`config.mk`:
```
export PLATFORM = sky130hd
export DESIGN_NAME = lmpc_top
export DESIGN_NICKNAME = d
export VERILOG_FILES = /design/src/lmpc_pkg.sv /design/src/lmpc_mem_if.sv /design/src/lmpc_frame_mem.sv /design/src/lmpc_top.sv
export VERILOG_INCLUDE_DIRS = /design/src
export SDC_FILE = /design/constraint.sdc
export NUM_CORES = 2
export LEC_CHECK = 0
export BUFFER_PORTS_ARGS = -buffer_cell sky130_fd_sc_hd__buf_4
export CAP_MARGIN = 10
export CORE_MARGIN = 8
export CORE_UTILIZATION = 64
export CTS_CLUSTER_SIZE = 25
export DETAILED_ROUTE_END_ITERATION = 12
export MAX_ROUTING_LAYER = met4
export PLACE_DENSITY = 0.82
export SLEW_MARGIN = 0
export SYNTH_ARGS = -nofsm -noshare
export SYNTH_HDL_FRONTEND = slang
export SYNTH_HIERARCHICAL = 1
export SYNTH_SLANG_ARGS = --single-unit
```
`constraint.sdc`:
```
create_clock -name clk_i -period 8.25 [get_ports clk_i]
set_input_delay 0 -clock clk_i [delete_from_list [all_inputs] [get_ports clk_i]]
set_output_delay 0 -clock clk_i [all_outputs]
set_load 0.01 [all_outputs]
```
`src/lmpc_regs.svh`:
```
// Constants for the LED mode and playback control block.
`ifndef LMPC_REGS_SVH
`define LMPC_REGS_SVH

// ==============================================================
// Operating mode field encodings
`define LMPC_MODE_DIRECT 2'h0
`define LMPC_MODE_AUTO 2'h1
`define LMPC_MODE_AUDIO 2'h2

// ==============================================================
// Reset values
`define LMPC_FRAME_RST 3'h0
`define LMPC_DUTY_RST 8'h00
`define LMPC_MASK8_RST 8'h00

// ==============================================================
// Timing
`define LMPC_CLK_PERIOD_NS 40
`define LMPC_FRAME_BASE_MS 32
`define LMPC_FRAME_BASE_CYC (`LMPC_FRAME_BASE_MS * 1000000 / `LMPC_CLK_PERIOD_NS)
`define LMPC_ADC_BASE_NS 64000
`define LMPC_ADC_BASE_CYC (`LMPC_ADC_BASE_NS / `LMPC_CLK_PERIOD_NS)

// ==============================================================
// Frame store geometry
`define LMPC_CHANNELS 16
`define LMPC_UPPER 8
`define LMPC_MEM_AW 7

`endif

```
`src/lmpc_pkg.sv`:
```
// Types shared by the LED mode and playback control block.
package lmpc_pkg;

    typedef enum logic [1:0] {
        LMPC_PB_DIRECT = 2'b00,
        LMPC_PB_AUTO = 2'b01,
        LMPC_PB_AUDIO = 2'b10
    } lmpc_pb_state_t;

    typedef logic [2:0] lmpc_frame_t;
    typedef logic [7:0] lmpc_duty_t;

endpackage : lmpc_pkg

```
`src/lmpc_mem_if.sv`:
```
// Interface between the playback control and its frame store.
`timescale 1ns/1ps
interface lmpc_mem_if;
    logic wr_en;
    logic [6:0] wr_addr;
    logic [7:0] wr_data;
    logic [6:0] rd_addr;
    logic [7:0] rd_data;

    modport ctrl (output wr_en, output wr_addr, output wr_data, output rd_addr, input rd_data);
    modport mem (input wr_en, input wr_addr, input wr_data, input rd_addr, output rd_data);
endinterface : lmpc_mem_if

```
`src/lmpc_frame_mem.sv`:
```
// Eight-frame duty store, sixteen duties per frame, registered read.
`timescale 1ns/1ps
module lmpc_frame_mem (
    input wire logic clk_i,
    lmpc_mem_if.mem bus
);
    logic [7:0] store_r [0:127];
    logic [7:0] rd_data_r;

    always_ff @(posedge clk_i) begin
        if (bus.wr_en) begin
            store_r[bus.wr_addr] <= bus.wr_data;
        end
    end

    always_ff @(posedge clk_i) begin
        rd_data_r <= store_r[bus.rd_addr];
    end

    assign bus.rd_data = rd_data_r;
endmodule : lmpc_frame_mem

```
`src/lmpc_top.sv`:
```
// LED mode and playback control: PWM, frame playback, audio, GPIO, cascade, shutdown.
`include "lmpc_regs.svh"
`timescale 1ns/1ps
module lmpc_top import lmpc_pkg::*; #(
    parameter int FRAME_BASE_CYCLES = `LMPC_FRAME_BASE_CYC
) (
    input wire logic clk_i,
    input wire logic reset_i,
    input wire logic [1:0] mode_i,
    input wire logic soft_powerdown_n_i,
    input wire logic hard_powerdown_pin_n_i,
    input wire logic audio_modulation_enable_i,
    input wire logic [2:0] audio_gain_i,
    input wire logic [2:0] frame_interval_code_i,
    input wire logic [2:0] first_frame_code_i,
    input wire logic [7:0] sample_rate_i,
    input wire logic [7:0] adc_sample_i,
    input wire logic [127:0] pwm_direct_i,
    input wire logic frame_wr_i,
    input wire logic [6:0] frame_wr_addr_i,
    input wire logic [7:0] frame_wr_data_i,
    input wire logic [7:0] channel_function_bit_i,
    input wire logic [7:0] gpio_is_input_i,
    input wire logic [7:0] gpio_out_level_i,
    input wire logic [7:0] gpio_irq_enable_i,
    input wire logic state_read_i,
    input wire logic [7:0] upper_channel_pins_i,
    input wire logic cascade_role_select_i,
    input wire logic cascade_clk_in_i,
    output logic [15:0] led_drive_o,
    output logic [7:0] upper_channel_pins_o,
    output logic [7:0] upper_channel_pins_oe_o,
    output logic [7:0] state_value_o,
    output logic interrupt_out_n_o,
    output logic cascade_clk_out_o,
    output logic cascade_clk_oe_o,
    output logic [2:0] frame_o
);

    // ==============================================================
    // Helpers

    // Gain steps of about 3 dB as multipliers in eighths.
    function automatic logic [6:0] lmpc_gain_mult(input logic [2:0] code);
        case (code)
            3'h0: lmpc_gain_mult = 7'h08;
            3'h1: lmpc_gain_mult = 7'h0B;
            3'h2: lmpc_gain_mult = 7'h10;
            3'h3: lmpc_gain_mult = 7'h17;
            3'h4: lmpc_gain_mult = 7'h20;
            3'h5: lmpc_gain_mult = 7'h2D;
            3'h6: lmpc_gain_mult = 7'h40;
            default: lmpc_gain_mult = 7'h5B;
        endcase
    endfunction : lmpc_gain_mult

    // Eight equal bands of the sample range; band 0 shows frame 0.
    function automatic lmpc_frame_t lmpc_band(input logic [7:0] sample);
        lmpc_band = sample[7:5];
    endfunction : lmpc_band

    // ==============================================================
    // Playback state

    lmpc_pb_state_t pb_r;
    lmpc_pb_state_t pb_nxt;
    lmpc_frame_t frame_r;
    logic [31:0] frame_timer_r;
    logic [31:0] frame_limit;
    logic [10:0] adc_base_r;
    logic [7:0] adc_div_r;
    logic adc_take;
    logic [7:0] audio_level_r;
    logic [14:0] gained;

    assign frame_limit = 32'(FRAME_BASE_CYCLES) << frame_interval_code_i;

    always_comb begin
        case (mode_i)
            `LMPC_MODE_AUTO: pb_nxt = LMPC_PB_AUTO;
            `LMPC_MODE_AUDIO: pb_nxt = LMPC_PB_AUDIO;
            default: pb_nxt = LMPC_PB_DIRECT;
        endcase
    end

    always_ff @(posedge clk_i) begin
        if (reset_i) begin
            pb_r <= LMPC_PB_DIRECT;
        end else begin
            pb_r <= pb_nxt;
        end
    end

    // The sample clock keeps running in every mode; a rate of zero never samples.
    assign adc_take = (adc_base_r == 11'(`LMPC_ADC_BASE_CYC - 1)) && (sample_rate_i != 8'h00)
        && (adc_div_r >= sample_rate_i - 8'h01);

    always_ff @(posedge clk_i) begin
        if (reset_i) begin
            adc_base_r <= 11'h000;
            adc_div_r <= 8'h00;
        end else if (adc_base_r == 11'(`LMPC_ADC_BASE_CYC - 1)) begin
            adc_base_r <= 11'h000;
            adc_div_r <= adc_take ? 8'h00 : adc_div_r + 8'h01;
        end else begin
            adc_base_r <= adc_base_r + 11'h001;
        end
    end

    always_ff @(posedge clk_i) begin
        if (reset_i) begin
            frame_r <= `LMPC_FRAME_RST;
            frame_timer_r <= 32'h0000_0000;
        end else begin
            case (pb_r)
                LMPC_PB_AUTO: begin
                    if (pb_nxt != LMPC_PB_AUTO) begin
                        frame_timer_r <= 32'h0000_0000;
                    end else if (frame_timer_r >= frame_limit - 32'h1) begin
                        frame_timer_r <= 32'h0000_0000;
                        frame_r <= frame_r + 3'h1;
                    end else begin
                        frame_timer_r <= frame_timer_r + 32'h1;
                    end
                end
                LMPC_PB_AUDIO: begin
                    frame_timer_r <= 32'h0000_0000;
                    if (adc_take) begin
                        frame_r <= lmpc_band(adc_sample_i);
                    end
                end
                LMPC_PB_DIRECT: begin
                    frame_timer_r <= 32'h0000_0000;
                    frame_r <= first_frame_code_i;
                end
                default: begin
                    frame_timer_r <= 32'h0000_0000;
                end
            endcase
            // Entering auto play always starts from the chosen first frame.
            if (pb_nxt == LMPC_PB_AUTO && pb_r != LMPC_PB_AUTO) begin
                frame_r <= first_frame_code_i;
            end
        end
    end

    assign frame_o = frame_r;

    // Audio level with gain, saturated at full scale.
    assign gained = adc_sample_i * lmpc_gain_mult(audio_gain_i);

    always_ff @(posedge clk_i) begin
        if (reset_i) begin
            audio_level_r <= 8'h00;
        end else begin
            audio_level_r <= (gained[14:11] != 4'h0) ? 8'hFF : gained[10:3];
        end
    end

    // ==============================================================
    // Frame store scan

    lmpc_mem_if mem_bus ();
    logic [3:0] scan_r;
    logic [3:0] scan_d_r;
    lmpc_duty_t shadow_r [0:15];

    lmpc_frame_mem u_mem (
        .clk_i(clk_i),
        .bus(mem_bus.mem)
    );

    assign mem_bus.wr_en = frame_wr_i;
    assign mem_bus.wr_addr = frame_wr_addr_i;
    assign mem_bus.wr_data = frame_wr_data_i;
    assign mem_bus.rd_addr = {frame_r, scan_r};

    // One duty per cycle is refreshed, so a frame change settles in 17 cycles.
    always_ff @(posedge clk_i) begin
        if (reset_i) begin
            scan_r <= 4'h0;
            scan_d_r <= 4'h0;
        end else begin
            scan_r <= scan_r + 4'h1;
            scan_d_r <= scan_r;
        end
    end

    always_ff @(posedge clk_i) begin
        shadow_r[scan_d_r] <= mem_bus.rd_data;
    end

    // ==============================================================
    // Cascade time base

    logic casc_div_r;
    logic casc_in_prev_r;
    logic pwm_tick;
    logic [7:0] pwm_cnt_r;

    always_ff @(posedge clk_i) begin
        if (reset_i) begin
            casc_div_r <= 1'b0;
            casc_in_prev_r <= 1'b0;
        end else begin
            casc_div_r <= ~casc_div_r;
            casc_in_prev_r <= cascade_clk_in_i;
        end
    end

    assign pwm_tick = cascade_role_select_i ? (cascade_clk_in_i & ~casc_in_prev_r)
                                            : ~casc_div_r;
    assign cascade_clk_out_o = casc_div_r & ~cascade_role_select_i;
    assign cascade_clk_oe_o = ~cascade_role_select_i;

    always_ff @(posedge clk_i) begin
        if (reset_i) begin
            pwm_cnt_r <= 8'h00;
        end else if (pwm_tick) begin
            pwm_cnt_r <= pwm_cnt_r + 8'h01;
        end
    end

    // ==============================================================
    // Channel outputs

    logic powered;
    logic [15:0] led_drive_r;

    assign powered = soft_powerdown_n_i & hard_powerdown_pin_n_i;

    genvar ch;
    generate
        for (ch = 0; ch < `LMPC_CHANNELS; ch++) begin : g_ch
            lmpc_duty_t duty_src;
            logic [15:0] scaled;
            lmpc_duty_t duty_eff;
            logic is_gpio;

            assign duty_src = (pb_r == LMPC_PB_DIRECT) ? pwm_direct_i[ch*8 +: 8]
                                                       : shadow_r[ch];
            assign scaled = duty_src * audio_level_r;
            assign duty_eff = audio_modulation_enable_i ? scaled[15:8] : duty_src;
            if (ch >= `LMPC_UPPER) begin : g_up
                assign is_gpio = channel_function_bit_i[ch - `LMPC_UPPER];
            end else begin : g_low
                assign is_gpio = 1'b0;
            end

            always_ff @(posedge clk_i) begin
                if (reset_i) begin
                    led_drive_r[ch] <= 1'b0;
                end else begin
                    led_drive_r[ch] <= powered && !is_gpio && (pwm_cnt_r < duty_eff);
                end
            end
        end
    endgenerate

    assign led_drive_o = led_drive_r;

    // ==============================================================
    // Upper channel GPIO and input-change interrupt

    logic [7:0] pin_out_r;
    logic [7:0] pin_oe_r;
    logic [7:0] pin_prev_r;
    logic [7:0] state_r;
    logic [7:0] watch;
    logic pending_r;
    logic change;

    // GPIO ignores shutdown so the pins stay usable while the LEDs are dark.
    always_ff @(posedge clk_i) begin
        if (reset_i) begin
            pin_out_r <= `LMPC_MASK8_RST;
            pin_oe_r <= `LMPC_MASK8_RST;
        end else begin
            pin_out_r <= gpio_out_level_i & channel_function_bit_i;
            pin_oe_r <= channel_function_bit_i & ~gpio_is_input_i;
        end
    end

    assign upper_channel_pins_o = pin_out_r;
    assign upper_channel_pins_oe_o = pin_oe_r;

    assign watch = channel_function_bit_i & gpio_is_input_i & gpio_irq_enable_i;
    assign change = |((upper_channel_pins_i ^ pin_prev_r) & watch);

    // Tracked through reset too, so a pin resting high is no false change after it.
    always_ff @(posedge clk_i) begin
        pin_prev_r <= upper_channel_pins_i;
    end

    always_ff @(posedge clk_i) begin
        if (reset_i) begin
            state_r <= `LMPC_MASK8_RST;
        end else begin
            state_r <= upper_channel_pins_i;
        end
    end

    // A change in the read cycle wins, so no event is lost.
    always_ff @(posedge clk_i) begin
        if (reset_i) begin
            pending_r <= 1'b0;
        end else if (change) begin
            pending_r <= 1'b1;
        end else if (state_read_i) begin
            pending_r <= 1'b0;
        end
    end

    assign state_value_o = state_r;
    assign interrupt_out_n_o = ~pending_r;

endmodule : lmpc_top

```
==> flow_summary_export.csv <==
group,metric,value,unit
grt,grtUsageMet2,55.1,%
yosys,synth.cell_area,86900,um2
yosys,synth_top_area_share,39.8,%
sta,max_slew.worst_pin.slew,1350,ps
clock_network,cts_tree,"done",
grt,use_met1,39.7,%
power,combPwrFrac,57.2,%
power,p_clk_share,19.0,%
yosys,yosysWarnings,6,
sta,whs,54.1,ps
power,sw_frac_of_total,40.9,%
setup_path,critPathKind,"flip-flop to flip-flop",
die,die_area,148000,um2
die,core_area,135000,um2
placement,gp_congestion,0.915,
setup_path,start_kind,"flip-flop",
worst_hold_path,hold_class,"input port to flip-flop",
grt,use_met3,6.64,%
power,intPower,18.9,mW
sta,finClkSkew,42.8,ps
power,total_power,32.1,mW
setup_path,arrival,8620,ps
route,viasPerCell,6.33,
sta,rsz0062_at_grt,"yes",
clock_network,path_clk_slew,60,ps
yosys,async_flop_share,0,%
setup_path,critical_path.max_stage_delay,700,ps
yosys,synth_largest_area_cell,"edfxtp_1",
finish,drive_gt1_share,14.0,%
power,power_density,331,nW/um2
sta,hold_violations,0,
power,seqPwrFrac,23.8,%
route,wl_per_cell,26.6,um
die,die_y,384,um
grt,grt_pass1_vias,60000,
setup_path,cpMostUsedCell,"fa_1",
grt,grt_pass1_wl,364,mm
finish,final_common_cell,"edfxtp_1",
route,firstDrtPassIters,6,
placement,hpwl,153,mm
yosys,ys_seq_area_share,43.0,%
sta,setup_viol,0,
yosys,ys.flop_type,"edfxtp_1",
sta,drv_slew,0,
clock_network,clock-sinks,1291,
clock_network,cts-root-buf,"clkbuf_16",
route,dr.first_iter.drc_count,5879,
grt,grt_remaining_overflow,0,
route,drc,0,
yosys,avgSynthCellArea,12.9,um2
die,io_pins,265,
grt,track_usage,33.6,%
placement,io_buffers,264,
finish,mostFrequentLayoutCells,"1152 x edfxtp_1, 873 x nor2b_1, 746 x inv_1",
clock_network,htree_levels,4,
setup_path,worstPathRequired,8960,ps
clock_network,cts_buffers,130,
die,start_util,64.3,%
grt,grt_max_degree,144,
clock_network,cts_setup_buffers,0,
yosys,synth.area.top_cells,"edfxtp_1 40%, fa_1 14%, ha_1 10%",
die,num_rows,135,
yosys,ys_types,78,
power,switchingPower,13.1,mW
finish,synthToLayoutAreaGrowth,11.5,%
yosys,ys_ff_latch,1291,
outcome,status,"completed",
route,vias,57400,
finish,nets,8685,
route,ant_nets,0,
grt,antenna_found_initial,11,
placement,dp_slack,900,ps
setup_path,end_kind,"flip-flop",
die,die_x,384,um
route,wirelength,241,mm
grt,busiest_layer,"met2",
run,drv_cap,0,
sta,max_freq,126,MHz
power,leakage,40.0,nW
power,irDropWorstVdd,0.000303,V
sta,slew_headroom,9.75,%
setup_path,path_max_fanout,31,
sta,setup_ws,336,ps
sta,min_period,7910,ps
setup_path,cpMaxStageDelayCell,"mux2i_1",
clock_network,clk_path_buf_depth,3,
yosys,synth_edf_count,1152,
sta,finalCritPeriodShare,95.9,%
yosys,synthCells,6748,
clock_network,clk_latency,790,ps
==> metrics by stage <==
stage | cells | area [um2] | util, % | setup TNS [ps]
after floorplan | 6750 | 86900 | - | 0
after global routing | 9055 | 96900 | 71.7 | -23.8
after detailed placement | 8685 | 91300 | 67.5 | 0
after CTS | 9040 | 96800 | 71.6 | 0
final | 9059 | 96900 | 71.7 | 0
after global placement | 8684 | 91300 | 67.5 | 0
==> area by class of cell <==
type,count,area [um2]
Tap cell,1781,2230
Inverter,747,2810
Fill cell,8551,38300
Clock buffer,165,3500
Multi-Input combinational cell,4451,45700
Sequential cell,1291,37400
Timing Repair Buffer,538,4380
Clock inverter,71,826
Antenna cell,15,37.5
==> critical path, delay by kind of cell (launching register included) <==
| family | cells | cell delay (ps) |
|---|---|---|
| xor gates and xnor gates | 1 | 150 |
| AOI/OAI and AO/OA | 7 | 1600 |
| and+or+nand+nor | 3 | 660 |
| DFF | 1 | 320 |
| muxes | 1 | 700 |
| buffers and inverters | 6 | 1440 |
| adders and majority gates | 7 | 2900 |
==> layer usage <==
metal,wire length [um],vias to the layer above
li1,-,24400
met1,85200,28900
met2,119000,3267
met3,22300,749
met4,14400,0
met5,0,-
==> cell families (layout without fill, tap and decap cells) <==
family | Yosys count | count (layout) | share of synthesized area, %
buffers and inverters | 1008 | 1521 | 4.51
other | 2 | 19 | 0.00864
DFF | 1291 | 1291 | 43.0
AOI/OAI and AO/OA | 509 | 509 | 3.84
xor gates and xnor gates | 190 | 190 | 1.91
muxes | 478 | 478 | 10.4
adders and majority gates | 1307 | 1307 | 23.9
and+or+nand+nor | 1963 | 1963 | 12.5
==> power by group through the flow <==
| stage | sequential [mW] | clock, mW | combinational (mW) |
|---|---|---|---|
| after floorplan | 7.48 | 0 | 14.1 |
| after global placement | 7.75 | 0 | 17.2 |
| after detailed placement | 7.76 | 0 | 18.0 |
| after CTS | 7.63 | 6.13 | 18.3 |
| after global routing | 7.65 | 6.36 | 20.9 |
| final | 7.64 | 6.09 | 18.3 |
==> state kept, by name (all words and copies together) (netlist names) <==
signal / count
frame_timer_r: 32
shadow_r: 128
casc_in_prev_r: 1
led_drive_o: 16
scan_r: 4
pwm_cnt_r: 8
casc_div_r: 1
state_value_o: 8
frame_o: 3
upper_channel_pins_oe_o: 8
adc_base_r: 11
upper_channel_pins_o: 8
pb_r: 2
u_mem/store_r: 1024
audio_level_r: 8
pending_r: 1
pin_prev_r: 8
u_mem/bus.rd_data: 8
adc_div_r: 8
scan_d_r: 4
==> worst paths after layout <==
kind | slack (ps) | startpoint | cells past startpoint | end
worst max-delay path | 340 | pb_r[0]$_SDFF_PP0_ | 25 | led_drive_o[8]$_SDFF_PP0_
worst min-delay path | 50 | adc_sample_i[2] | 6 | audio_level_r[0]$_SDFF_PP0_
worst max register to register | 340 | pb_r[0]$_SDFF_PP0_ | 25 | led_drive_o[8]$_SDFF_PP0_
worst min register to register | 460 | casc_div_r$_SDFF_PP0_ | 1 | casc_div_r$_SDFF_PP0_
==> what timing repair did <==
item / CTS / global route
setup endpoints to repair: 0 / 4
endpoints found under the hold margin: 560 / 0
resized for setup: 0 / 3
hold buffers: 119 / 0
==> cell usage after synthesis (22+ instances only) <==
library cell	number
a31oi_1	22
nand3_1	80
and2_1	27
nor3_1	63
a21oi_1	113
a211o_1	24
a211oi_1	36
nand2b_1	166
and3_1	35
clkbuf_1	192
nand4_1	31
inv_1	747
fa_1	589
a21o_1	50
xor2_1	91
mux2i_1	132
mux4_2	336
ha_1	718
xnor2_1	99
nand4b_1	27
or3_1	30
nor2b_1	873
nand2_1	257
o21ai_0	133
nor2_1	310
buf_2	31
o211ai_1	23
o21a_1	23
edfxtp_1	1152
dfxtp_1	139
Note: power is estimated with default switching activity, not from simulation.
